===== config.mk =====
export PLATFORM = sky130hd
export DESIGN_NAME = fsb_core
export DESIGN_NICKNAME = d
export VERILOG_FILES = /design/src/hw/fsb_core.v
export VERILOG_INCLUDE_DIRS = /design/src /design/src/hw
export SDC_FILE = /design/constraint.sdc
export NUM_CORES = 1
export LEC_CHECK = 0
export CAP_MARGIN = 25
export CORE_ASPECT_RATIO = 1.25
export CORE_MARGIN = 1.5
export CORE_UTILIZATION = 48
export CTS_CLUSTER_DIAMETER = 40
export DETAILED_ROUTE_END_ITERATION = 12
export DONT_BUFFER_PORTS = 1
export PLACE_DENSITY = 0.62
export SYNTH_ARGS = -nofsm -noshare
export SYNTH_HDL_FRONTEND = slang
export SYNTH_SLANG_ARGS = --single-unit

===== constraint.sdc =====
create_clock -name i_sys_clk -period 5.7 [get_ports i_sys_clk]
set_clock_uncertainty 0.15 [all_clocks]
set_input_delay 0 -clock i_sys_clk [delete_from_list [all_inputs] [get_ports i_sys_clk]]
set_output_delay 0 -clock i_sys_clk [all_outputs]
set_load 0.005 [all_outputs]

===== src/hw/fsb_defs.vh =====
/*
  Constants of the flash status and block-protection block: command codes,
  status field positions, geometry, reset values and timing.
  Assumes it is included by its bare name in every file that needs it.
*/
`ifndef FSB_DEFS_VH
`define FSB_DEFS_VH

// Command opcodes.
`define FSB_CMD_WREN 8'h06
`define FSB_CMD_WRDI 8'h04
`define FSB_CMD_RDSR 8'h05
`define FSB_CMD_WRSR 8'h01
`define FSB_CMD_RDFSR 8'h70
`define FSB_CMD_CLFSR 8'h50
`define FSB_CMD_PP4 8'h12
`define FSB_CMD_SE4 8'hDC
`define FSB_CMD_SSE32 8'h5C
`define FSB_CMD_SSE4 8'h21
`define FSB_CMD_BE 8'hC7

// Serial bit counts at which a command is complete.
`define FSB_BITS_OP 9'h008
`define FSB_BITS_WRSR 9'h010
`define FSB_BITS_ADDR 9'h028
`define FSB_BITS_PROG 9'h030
`define FSB_BIT_OP_LAST 9'h007
`define FSB_BIT_WRSR_LAST 9'h00F
`define FSB_BIT_SAT 9'h1FF

// Status register field positions.
`define FSB_SR_BUSY 0
`define FSB_SR_WEL 1
`define FSB_SR_RANGE0 2
`define FSB_SR_RANGE2 4
`define FSB_SR_TB 5
`define FSB_SR_RANGE3 6
`define FSB_SR_SRWD 7
`define FSB_SR_RESET 8'h00

// Flag status register field positions.
`define FSB_FS_ADDR4 0
`define FSB_FS_PROT 1
`define FSB_FS_PGM_ERR 4
`define FSB_FS_ERS_ERR 5
`define FSB_FS_READY 7

// Geometry: sector number sits in address bits 25:16.
`define FSB_SECT_MSB 25
`define FSB_SECT_LSB 16
`define FSB_SECT_COUNT 11'h400
`define FSB_RANGE_FULL 4'hB

// Operation kinds shown on the array strobe.
`define FSB_OP_PROG 3'h1
`define FSB_OP_SE64 3'h2
`define FSB_OP_SE32 3'h3
`define FSB_OP_SE4 3'h4
`define FSB_OP_BULK 3'h5
`define FSB_OP_WRSR 3'h6

// Timing: clock period and the internal cycle time of a write or erase.
`define FSB_CLK_PERIOD_NS 50
`define FSB_T_BUSY_NS 2000

`endif


===== src/hw/fsb_core.v =====
/*
  Status register and block-protection logic of a serial flash, with a
  mode-0 serial slave that takes the register and array commands.
  Assumes the serial clock, select, data and write-protect pins come from
  outside the clock domain, and that an array controller acts on o_op_start.
*/
`timescale 1ns/10ps
`include "fsb_defs.vh"

module fsb_core #(
  parameter BUSY_CYC = `FSB_T_BUSY_NS / `FSB_CLK_PERIOD_NS
) (
  // Clock and reset.
  input wire i_sys_clk,
  input wire i_rst_n,
  // Serial pins from the host.
  input wire i_sck,
  input wire i_cs_n,
  input wire i_mosi,
  input wire i_wp_n,
  // Serial data back to the host.
  output wire o_miso,
  output wire o_miso_oe,
  // Array operation strobe.
  output reg o_op_start,
  output reg [2:0] o_op_kind,
  output reg [31:0] o_op_addr,
  // Observed state.
  output wire [7:0] o_status,
  output wire [7:0] o_flag_status
);

  // Pin synchronisers: three stages each; clock, select and write-protect levels count when 2 and 3 agree.
  reg [2:0] sck_sy_ff, cs_sy_ff, mosi_sy_ff, wp_sy_ff;
  reg sck_ff, cs_n_ff, wp_n_ff;
  always @(posedge i_sys_clk) begin
    if (!i_rst_n) begin
      sck_sy_ff <= 3'h0;
      cs_sy_ff <= 3'h7;
      mosi_sy_ff <= 3'h0;
      wp_sy_ff <= 3'h7;
      sck_ff <= 1'b0;
      cs_n_ff <= 1'b1;
      wp_n_ff <= 1'b1;
    end else begin
      sck_sy_ff <= {sck_sy_ff[1:0], i_sck};
      cs_sy_ff <= {cs_sy_ff[1:0], i_cs_n};
      mosi_sy_ff <= {mosi_sy_ff[1:0], i_mosi};
      wp_sy_ff <= {wp_sy_ff[1:0], i_wp_n};
      if (sck_sy_ff[1] == sck_sy_ff[2])
        sck_ff <= sck_sy_ff[2];
      if (cs_sy_ff[1] == cs_sy_ff[2])
        cs_n_ff <= cs_sy_ff[2];
      if (wp_sy_ff[1] == wp_sy_ff[2])
        wp_n_ff <= wp_sy_ff[2];
    end
  end

  // Edge strobes on the filtered levels.
  wire nxt_sck = (sck_sy_ff[1] == sck_sy_ff[2]) ? sck_sy_ff[2] : sck_ff;
  wire nxt_cs_n = (cs_sy_ff[1] == cs_sy_ff[2]) ? cs_sy_ff[2] : cs_n_ff;
  wire sck_rise = nxt_sck & ~sck_ff & ~cs_n_ff;
  wire sck_fall = ~nxt_sck & sck_ff & ~cs_n_ff;
  wire cs_fall = ~nxt_cs_n & cs_n_ff;
  wire cs_rise = nxt_cs_n & ~cs_n_ff;
  // MOSI is taken from the third stage, in step with the clock edge seen there.
  wire mosi_bit = mosi_sy_ff[2];

  // Register state.
  reg srwd_ff, tb_ff, wel_ff;
  reg [3:0] protect_range_ff;
  // Reset image of the status byte; bits 1:0 are the volatile latch and busy.
  localparam [7:0] SR_RST = `FSB_SR_RESET;
  reg busy_ff;
  reg [15:0] busy_cnt_ff;
  reg prot_err_ff, pgm_err_ff, ers_err_ff;

  // Status byte layout; busy and ready are one flop so they never disagree.
  assign o_status = {srwd_ff, protect_range_ff[3], tb_ff, protect_range_ff[2:0],
                     wel_ff, busy_ff};
  assign o_flag_status = {~busy_ff, 1'b0, ers_err_ff, pgm_err_ff, 2'b00,
                          prot_err_ff, 1'b1};

  // Serial shift state.
  reg [8:0] bit_cnt_ff;
  reg [7:0] sh_in_ff;
  reg [7:0] cmd_ff;
  reg [31:0] addr_ff;
  reg [7:0] wr_data_ff;
  reg [7:0] sh_out_ff;
  reg rd_en_ff;

  // Read data: the byte repeats so the host may poll status continuously.
  wire [7:0] rd_byte = (cmd_ff == `FSB_CMD_RDFSR) ? o_flag_status : o_status;

  // Input shifting on rising serial clock, output shifting on the falling one.
  always @(posedge i_sys_clk) begin
    if (!i_rst_n) begin
      bit_cnt_ff <= 9'h000;
      sh_in_ff <= 8'h00;
      cmd_ff <= 8'h00;
      addr_ff <= 32'h0000_0000;
      wr_data_ff <= 8'h00;
      sh_out_ff <= 8'h00;
      rd_en_ff <= 1'b0;
    end else begin
      if (cs_fall) begin
        bit_cnt_ff <= 9'h000;
        rd_en_ff <= 1'b0;
      end else if (sck_rise) begin
        sh_in_ff <= {sh_in_ff[6:0], mosi_bit};
        // Saturate so an over-long frame cannot wrap into a valid count.
        if (bit_cnt_ff != `FSB_BIT_SAT)
          bit_cnt_ff <= bit_cnt_ff + 9'h001;
        if (bit_cnt_ff == `FSB_BIT_OP_LAST)
          cmd_ff <= {sh_in_ff[6:0], mosi_bit};
        if (bit_cnt_ff >= `FSB_BITS_OP && bit_cnt_ff < `FSB_BITS_ADDR)
          addr_ff <= {addr_ff[30:0], mosi_bit};
        if (bit_cnt_ff == `FSB_BIT_WRSR_LAST)
          wr_data_ff <= {sh_in_ff[6:0], mosi_bit};
      end else if (sck_fall) begin
        if (bit_cnt_ff >= `FSB_BITS_OP && bit_cnt_ff[2:0] == 3'h0 &&
            (cmd_ff == `FSB_CMD_RDSR || cmd_ff == `FSB_CMD_RDFSR)) begin
          sh_out_ff <= rd_byte;
          rd_en_ff <= 1'b1;
        end else begin
          sh_out_ff <= {sh_out_ff[6:0], 1'b0};
        end
      end
      if (cs_rise)
        rd_en_ff <= 1'b0;
    end
  end

  assign o_miso = sh_out_ff[7];
  assign o_miso_oe = rd_en_ff & ~cs_n_ff;

  // Protected range of the addressed sector.
  wire [9:0] sect = addr_ff[`FSB_SECT_MSB:`FSB_SECT_LSB];
  wire [10:0] span = (protect_range_ff == 4'h0) ? 11'h000 :
                     (11'h001 << (protect_range_ff - 4'h1));
  wire range_all = (protect_range_ff >= `FSB_RANGE_FULL);
  wire top_hit = ({1'b0, sect} >= (`FSB_SECT_COUNT - span));
  wire bot_hit = ({1'b0, sect} < span);
  wire sect_prot = (protect_range_ff != 4'h0) &
                   (range_all | (tb_ff ? bot_hit : top_hit));

  // Command decode at deselect; only complete frames are acted on.
  wire bits_op = (bit_cnt_ff == `FSB_BITS_OP);
  wire bits_addr = (bit_cnt_ff == `FSB_BITS_ADDR);
  wire is_wrsr = (cmd_ff == `FSB_CMD_WRSR) & (bit_cnt_ff == `FSB_BITS_WRSR);
  wire is_prog = (cmd_ff == `FSB_CMD_PP4) & (bit_cnt_ff >= `FSB_BITS_PROG);
  wire is_ers = bits_addr & (cmd_ff == `FSB_CMD_SE4 | cmd_ff == `FSB_CMD_SSE32 |
                             cmd_ff == `FSB_CMD_SSE4);
  wire is_bulk = bits_op & (cmd_ff == `FSB_CMD_BE);
  wire hw_locked = srwd_ff & ~wp_n_ff;
  wire go = cs_rise & ~busy_ff & wel_ff;
  wire arr_prot = is_bulk ? (protect_range_ff != 4'h0) : sect_prot;
  wire arr_go = go & (is_prog | is_ers | is_bulk);
  wire arr_ok = arr_go & ~arr_prot;
  wire wrsr_ok = go & is_wrsr & ~hw_locked;

  reg [2:0] nxt_kind;
  always @* begin
    case (cmd_ff)
      `FSB_CMD_PP4: nxt_kind = `FSB_OP_PROG;
      `FSB_CMD_SE4: nxt_kind = `FSB_OP_SE64;
      `FSB_CMD_SSE32: nxt_kind = `FSB_OP_SE32;
      `FSB_CMD_SSE4: nxt_kind = `FSB_OP_SE4;
      `FSB_CMD_BE: nxt_kind = `FSB_OP_BULK;
      default: nxt_kind = `FSB_OP_WRSR;
    endcase
  end

  // Register updates, the busy timer and the array strobe.
  always @(posedge i_sys_clk) begin
    if (!i_rst_n) begin
      {srwd_ff, protect_range_ff[3], tb_ff, protect_range_ff[2:0], wel_ff} <=
        SR_RST[7:1];
      busy_ff <= 1'b0;
      busy_cnt_ff <= 16'h0000;
      prot_err_ff <= 1'b0;
      pgm_err_ff <= 1'b0;
      ers_err_ff <= 1'b0;
      o_op_start <= 1'b0;
      o_op_kind <= 3'h0;
      o_op_addr <= 32'h0000_0000;
    end else begin
      o_op_start <= 1'b0;
      // Busy runs a fixed time, then clears the latch with it.
      if (busy_ff) begin
        if (busy_cnt_ff == 16'h0001) begin
          busy_ff <= 1'b0;
          wel_ff <= 1'b0;
        end
        busy_cnt_ff <= busy_cnt_ff - 16'h0001;
      end
      if (cs_rise && !busy_ff) begin
        if (bits_op && cmd_ff == `FSB_CMD_WREN)
          wel_ff <= 1'b1;
        if (bits_op && cmd_ff == `FSB_CMD_WRDI)
          wel_ff <= 1'b0;
        // Errors are only set at deselect, so a clear cannot meet a set.
        if (bits_op && cmd_ff == `FSB_CMD_CLFSR) begin
          prot_err_ff <= 1'b0;
          pgm_err_ff <= 1'b0;
          ers_err_ff <= 1'b0;
        end
      end
      if (wrsr_ok) begin
        srwd_ff <= wr_data_ff[`FSB_SR_SRWD];
        tb_ff <= wr_data_ff[`FSB_SR_TB];
        protect_range_ff <= {wr_data_ff[`FSB_SR_RANGE3],
                             wr_data_ff[`FSB_SR_RANGE2:`FSB_SR_RANGE0]};
      end
      if (wrsr_ok || arr_ok) begin
        busy_ff <= 1'b1;
        busy_cnt_ff <= BUSY_CYC[15:0];
        o_op_start <= 1'b1;
        o_op_kind <= wrsr_ok ? `FSB_OP_WRSR : nxt_kind;
        o_op_addr <= addr_ff;
      end
      // A refused array command starts nothing, stays ready, sets its error flags and drops the latch.
      if (arr_go && arr_prot) begin
        prot_err_ff <= 1'b1;
        if (is_prog)
          pgm_err_ff <= 1'b1;
        else
          ers_err_ff <= 1'b1;
        wel_ff <= 1'b0;
      end
    end
  end

endmodule // fsb_core


=== Word level (Yosys, flattened, before mapping) ===
Index checks and enable logic that the tools add are counted.

* Muxes and demuxes: 31
* $add $sub $neg: 4
* Equal/unequal tests: 21
* Order comparisons: 6
* Shifts and indexed selects: 1
* Reduce and logical (&&, ||, !) cells: 29
* Bitwise gates (word level): 35

{| class="wikitable"
|+ Operators with widths
! kind !! count
|-
| $eq A8 B3 Y1 const B || 3
|-
| $eq A8 B7 Y1 const B || 3
|-
| $mux W1 || 24
|-
| $and A1 B1 Y1 || 19
|-
| $eq A9 B4 Y1 const B || 2
|-
| $eq A16 B1 Y1 const B || 1
|-
| $eq A8 B8 Y1 const B || 2
|-
| $mux W8 || 2
|-
| $sub A16 B1 Y16 const B || 1
|-
| $pmux W3 S5 || 1
|-
| $reduce_and A3 Y1 || 5
|-
| $mux W6 || 2
|-
| $ge A10 B11 Y1 || 1
|-
| $lt A10 B11 Y1 || 1
|-
| $mux W11 || 1
|-
| $not A1 Y1 || 11
|-
| $shl A1 B4 Y11 const A || 1
|-
| $sub A11 B11 Y11 const A || 1
|-
| $add A9 B1 Y9 const B || 1
|-
| $eq A9 B3 Y1 const B || 1
|-
| $eq A9 B5 Y1 const B || 1
|-
| $eq A9 B6 Y1 const B || 1
|-
| $ge A9 B4 Y1 const B || 1
|-
| $ge A9 B6 Y1 const B || 1
|-
| 20 further kinds || 40
|}

* Output and inout bits: 54
* Word-level logic and storage cells: 154
* Flip-flop bits (word level): 151

=== Longest topological paths before layout ===
* Depth in word-level cells: 13
* Depth in mapped cells: 17
* Mapped depth without buffers: 14

=== Worst setup path before layout ===
OpenSTA, ideal clock, no wires.

* Kind: reg-to-reg
* Start: register protect_range_ff[1]
* End: register busy_cnt_ff[10]
* Clock period less this slack: 3.296 ns
* Stages on the path, launching flop included: 17
* Library setup time: 0.116 ns
* Data arrival time: 3.030 ns
* Buffers on the path: 3
* Data required time: 5.434 ns
* Path slack: 2.404 ns
* Cell sequence: dfxtp_1 clkbuf_1 nor2b_1 nand2_1 ha_1 clkbuf_2 nor2_1 a22o_1 ha_1 a21oi_1 nor2_1 a211oi_1 nor4_2 nor3_2 a21boi_4 buf_2 and3_1

* Word-level cells in the longest chain between the ends: 13
* Elaborated cells on any way between the ends: 17
* Classes of those cells: 2 x add/sub; 3 x order compare; 1 x shift; 3 x mux; 4 x bitwise; 4 x reduce/logical

{| class="wikitable"
|+ RTL lines
! element !! RTL line !! source
|-
| from (decl) || fsb_core.v:71 || <nowiki>reg [3:0] protect_range_ff;</nowiki>
|-
| from (signal assigned) || fsb_core.v:178 || <nowiki>{srwd_ff, protect_range_ff[3], tb_ff, protect_range_ff[2:0], wel_ff} <=</nowiki>
|-
| from (signal assigned) || fsb_core.v:213 || <nowiki>protect_range_ff <= {wr_data_ff[`FSB_SR_RANGE3],</nowiki>
|-
| $sub A4 B1 Y4 || fsb_core.v:141 || <nowiki>(11'h001 << (protect_range_ff - 4'h1));</nowiki>
|-
| $shl A1 B4 Y11 || fsb_core.v:141 ||
|-
| $mux W11 || fsb_core.v:140 || <nowiki>wire [10:0] span = (protect_range_ff == 4'h0) ? 11'h000 :</nowiki>
|-
| $sub A11 B11 Y11 (no line) || - ||
|-
| $ge A10 B11 Y1 || fsb_core.v:143 || <nowiki>wire top_hit = ({1'b0, sect} >= (`FSB_SECT_COUNT - span));</nowiki>
|-
| $mux W1 || fsb_core.v:146 || <nowiki>(range_all | (tb_ff ? bot_hit : top_hit));</nowiki>
|-
| $or A1 B1 Y1 || fsb_core.v:146 ||
|-
| $and A1 B1 Y1 || fsb_core.v:145 || <nowiki>wire sect_prot = (protect_range_ff != 4'h0) &</nowiki>
|-
| $mux W1 (*) || fsb_core.v:158 || <nowiki>wire arr_prot = is_bulk ? (protect_range_ff != 4'h0) : sect_prot;</nowiki>
|-
| $not A1 Y1 (*) || fsb_core.v:160 || <nowiki>wire arr_ok = arr_go & ~arr_prot;</nowiki>
|-
| $and A1 B1 Y1 (*) || fsb_core.v:160 ||
|-
| $logic_or A1 B1 Y1 (*) || fsb_core.v:216 || <nowiki>if (wrsr_ok || arr_ok) begin</nowiki>
|-
| $reduce_or A2 Y1 (no line) (*) || - ||
|-
| to (signal assigned) || fsb_core.v:196 || <nowiki>busy_cnt_ff <= busy_cnt_ff - 16'h0001;</nowiki>
|-
| to (signal assigned) || fsb_core.v:218 || <nowiki>busy_cnt_ff <= BUSY_CYC[15:0];</nowiki>
|-
| to (decl) || fsb_core.v:75 || <nowiki>reg [15:0] busy_cnt_ff;</nowiki>
|}

Mark *: on every way between the ends. The rest lies on a longest branch, timed or not.
A chain may end at the register's enable or synchronous reset.

=== Final worst setup path ===
* Start: register protect_range_ff[1]
* End: register o_op_addr[6]

* Word-level cells in the longest chain between the ends: 12
* Elaborated cells on any way between the ends: 16
* Classes of those cells: 2 x add/sub; 3 x order compare; 1 x shift; 3 x mux; 4 x bitwise; 3 x reduce/logical

{| class="wikitable"
|+ RTL lines
! element !! RTL line !! source
|-
| $sub A4 B1 Y4 || fsb_core.v:141 ||
|-
| $shl A1 B4 Y11 || fsb_core.v:141 ||
|-
| $mux W11 || fsb_core.v:140 ||
|-
| $sub A11 B11 Y11 (no line) || - ||
|-
| $ge A10 B11 Y1 || fsb_core.v:143 ||
|-
| $mux W1 || fsb_core.v:146 ||
|-
| $or A1 B1 Y1 || fsb_core.v:146 ||
|-
| $and A1 B1 Y1 || fsb_core.v:145 ||
|-
| $mux W1 (*) || fsb_core.v:158 ||
|-
| $not A1 Y1 (*) || fsb_core.v:160 ||
|-
| $and A1 B1 Y1 (*) || fsb_core.v:160 ||
|-
| $logic_or A1 B1 Y1 (*) || fsb_core.v:216 ||
|-
| to (signal assigned) || fsb_core.v:221 || <nowiki>o_op_addr <= addr_ff;</nowiki>
|-
| to (decl) || fsb_core.v:27 || <nowiki>output reg [31:0] o_op_addr,</nowiki>
|}

Marked as above.

==> metrics.md <==
| Metric | Value |
|---|---|
| Design area | `around 7600 um2` |
| Router iterations before antenna repair | `5` |
| CP Class | `register to register` |
| Mapped Avg Cell Area | `8.485 um2` |
| Post-layout util | `53.17%` |
| Area occupied by multi-input gates | `3611 um2` |
| Vias per inst | `5.369` |
| Reg-to-Reg Start | `protect_range_ff[1]$_SDFFE_PN0P_` |
| Endpoints failing setup | `0` |
| RD Place Congestion | `0.9224` |
| Critical Path Fanout Max | `52` |
| Synthesis Warnings | `0` |
| CP arrival | `4180 ps` |
| Yosys top cell area share | `a little over two fifths` |
| Crit path max-delay family | `simple AND/OR/NAND/NOR gates` |
| Die W | `between 100 and 150 um` |
| Largest net degree at the start of global routing | `between 100 and 150` |
| Cells after Synth | `just over 800` |
| Final Hold Vio Count | `0` |
| Core Footprint | `approximately 14000 um2` |
| Layout cells sized above 1 | `6.576%` |
| H-tree depth | `4` |
| Slew Viols, Final | `0` |
| Via count | `5283` |
| Area growth syn-to-layout | `9.291%` |
| Rel. slew slack | `slightly below 30%` |
| Power Density | `287.8 nW/um2` |
| Initial Util | `roughly half` |
| CP Depth | `13` |
| Crit. End Element | `register` |
| First-pass GRT wire length | `~24 mm` |
| Postcts setup bufs | `0` |
| Vias in the first global route | `4826` |
| Cts bufs inserted | `17` |
| Cts hold-fix bufs | `8` |
| CTS root buf | `clkbuf_16` |
| Sequential area share after synthesis | `about 43%` |
| Unrepaired setup endpoints after global routing | `false` |
| Minimum clock period | `just under 4000 ps` |
| # Max-Cap Violations | `0` |
| Reg2Reg Setup Slack | `1720 ps` |
| Wire per inst | `15.21 um` |
| Post-synth EDFFs | `0` |
| Worst Path Required | `5900 ps` |
| Clock sink count | `149` |
| Yosys reg bits | `about 150` |
| DRC Markers | `0` |
| Die H | `137.5 um` |
| Status | `finished clean` |
| Top post-synthesis cells by area | `dfxtp_1 (43%), nand2_1 (10%), mux2i_1 (8.2%), a21oi_1 (4.8%), ha_1 (4.5%)` |
| Final critical-path share of the clock period | `69.80%` |
| Setup crit start | `protect_range_ff[1]$_SDFFE_PN0P_` |
| Startpoint Class | `register` |
| Nets@finish | `approximately 820` |
| Maximum VDD drop | `228.5 uV` |
| Length in cells of the worst reg-to-reg path | `13` |
| Gr usage total | `20.06%` |
| WL final | `14.97 mm` |
| Max Buffers Root-to-Sink | `2` |
| Starting DRT DRC Count | `slightly above 300` |
| Peak Freq | `roughly 250 MHz` |
| Power Total | `2186 uW` |
| Post-synth top area cell | `dfxtp_1` |
| Ant. Diodes | `0` |
| CP max stage delay | `between 600 and 700 ps` |
| Worst Setup EP | `o_op_addr[6]$_SDFFE_PN0P_` |
| Row count | `49` |
| Worst Min Path Start | `i_wp_n` |
| Most common cell after layout, fill and taps aside | `nand2_1` |
| Post-synth ARST share | `0%` |
| Cell variety after synth | `56` |
| Reg area | `2983 um2` |
| Clk Latency, worst-skew pair | `430 ps` |
| Reg2reg end | `o_op_addr[6]$_SDFFE_PN0P_` |
| Initial antenna violation count | `0` |
| Area post-placement | `6907 um2` |
| Mapped cell area | `6949 um2` |
| CTS tree | `built` |
| Ys flop type | `dfxtp_1` |
| Total Die Area | `approximately 15000 um2` |
| HPWL Detailed | `10.43 mm` |
| HP Class | `input pin to register` |
| Filler cells | `1362` |
| Grt total ovfl | `0` |
| Setup TNS | `0 ps` |
| I/O Buffers | `0` |
| Most frequent cells in the layout | `nand2_1 (194), dfxtp_1 (149), a21oi_1 (67), mux2i_1 (57), nor2_1 (52)` |
| DRT antenna net count | `0` |
| Slew @ Worst Pin | `1040 ps` |
| Slowest library cell on the worst path | `dfxtp_1` |
| Leakage | `a little over 0.003 uW` |
| PostCTS Resize Cnt | `0` |
| Critical-path cell list | `nor2b_1, nand2_1, ha_1, xnor2_1, ha_1, nand2_1, o21ai_0, a211oi_1, nor4_2, nor3_2, a21boi_4, buf_4, mux2i_1` |
| I/O pin total | `60` |
| Crit path buffers/inverters | `1` |
| Reg clk slew, reported paths | `60 ps` |
-- layer usage --
layer | wire length (um) | vias up | track usage (%)
li1 | - | 2717 | -
met1 | 6668 | 2465 | 23.68
met5 | 0 | - | 0
met4 | 290 | 0 | 8.832
met2 | 7474 | 82 | 34.98
met3 | 532 | 19 | 4.707
-- flip-flops by register name, summed over array words and instances, names as in the netlist, 3 cells and up --
| name | flops |
|---|---|
| protect_range_ff | 4 |
| cs_sy_ff | 3 |
| sh_in_ff | 7 |
| cmd_ff | 8 |
| sh_out_ff | 8 |
| wr_data_ff | 6 |
| wp_sy_ff | 3 |
| busy_cnt_ff | 16 |
| bit_cnt_ff | 9 |
| sck_sy_ff | 3 |
| addr_ff | 32 |
| mosi_sy_ff | 3 |
| o_op_addr | 32 |
| o_op_kind | 3 |
-- worst register-to-register path, stage by stage (launching register included) --
cell	delay (ps)
dfxtp_1	650
nor2b_1	300
nand2_1	120
ha_1	310
xnor2_1	170
ha_1	300
nand2_1	50
o21ai_0	190
a211oi_1	150
nor4_2	360
nor3_2	110
a21boi_4	150
buf_4	580
mux2i_1	320
-- cells by family after synthesis --
logic type / Yosys count / synth area share (%)
xor gates and xnor gates: 24 / 3.025
other: 2 / 0.1081
DFF: 149 / 42.92
buffers and inverters: 73 / 5.402
muxes: 57 / 8.210
adders and majority gates: 25 / 4.501
and+or+nand+nor: 379 / 26.16
AOI/OAI and AO/OA: 110 / 9.669
-- worst min path at each step --
stage,to,slack [ps],cells after the start
2_1_floorplan,cs_sy_ff[0]$_SDFF_PN1_,-50,1
6_report,wp_sy_ff[0]$_SDFF_PN1_,60,2
4_1_cts,wp_sy_ff[0]$_SDFF_PN1_,50,2
3_3_place_gp,cs_sy_ff[0]$_SDFF_PN1_,-70,1
5_1_grt,mosi_sy_ff[0]$_SDFF_PN0_,70,2
3_5_place_dp,cs_sy_ff[2]$_SDFF_PN1_,-70,1
-- where the power goes --
| part | total [uW] | switching [uW] | internal [uW] |
|---|---|---|---|
| Sequential | 1050 | 2.38 | 1040 |
| Clock | 1110 | 448 | 660 |
| Combinational | 30.3 | 22.1 | 8.20 |
| Total | 2190 | 473 | 1710 |
-- Yosys cell counts, drive strengths merged, types with 16 or more instances --
library cell,number
a21oi,67
and3,19
buf,23
clkbuf,36
dfxtp,149
ha,25
mux2i,57
nand2,194
nand2b,17
nand3,25
nor2,52
o21ai,16
-- final cells by class --
type                       instances  area share, %
sequential                       149          39.28
multi-input combinational        599          47.55
inverter                          14         0.6919
clock inverter                    13          1.944
timing repair buffer              12          1.779
tap                              178          2.932
clock buffer                      19          5.832
-- metrics by stage --
step | setup WS [ps] | hold WS [ps] | std cells
2_1_floorplan | 2404 | -48.53 | 821
3_3_place_gp | 1825 | -69.41 | 943
3_5_place_dp | 1726 | -65.60 | 944
4_1_cts | 1708 | 49.05 | 984
5_1_grt | 1370 | 71.12 | 984
6_report | 1721 | 58.79 | 984
Power figures use the tool's default switching activity.
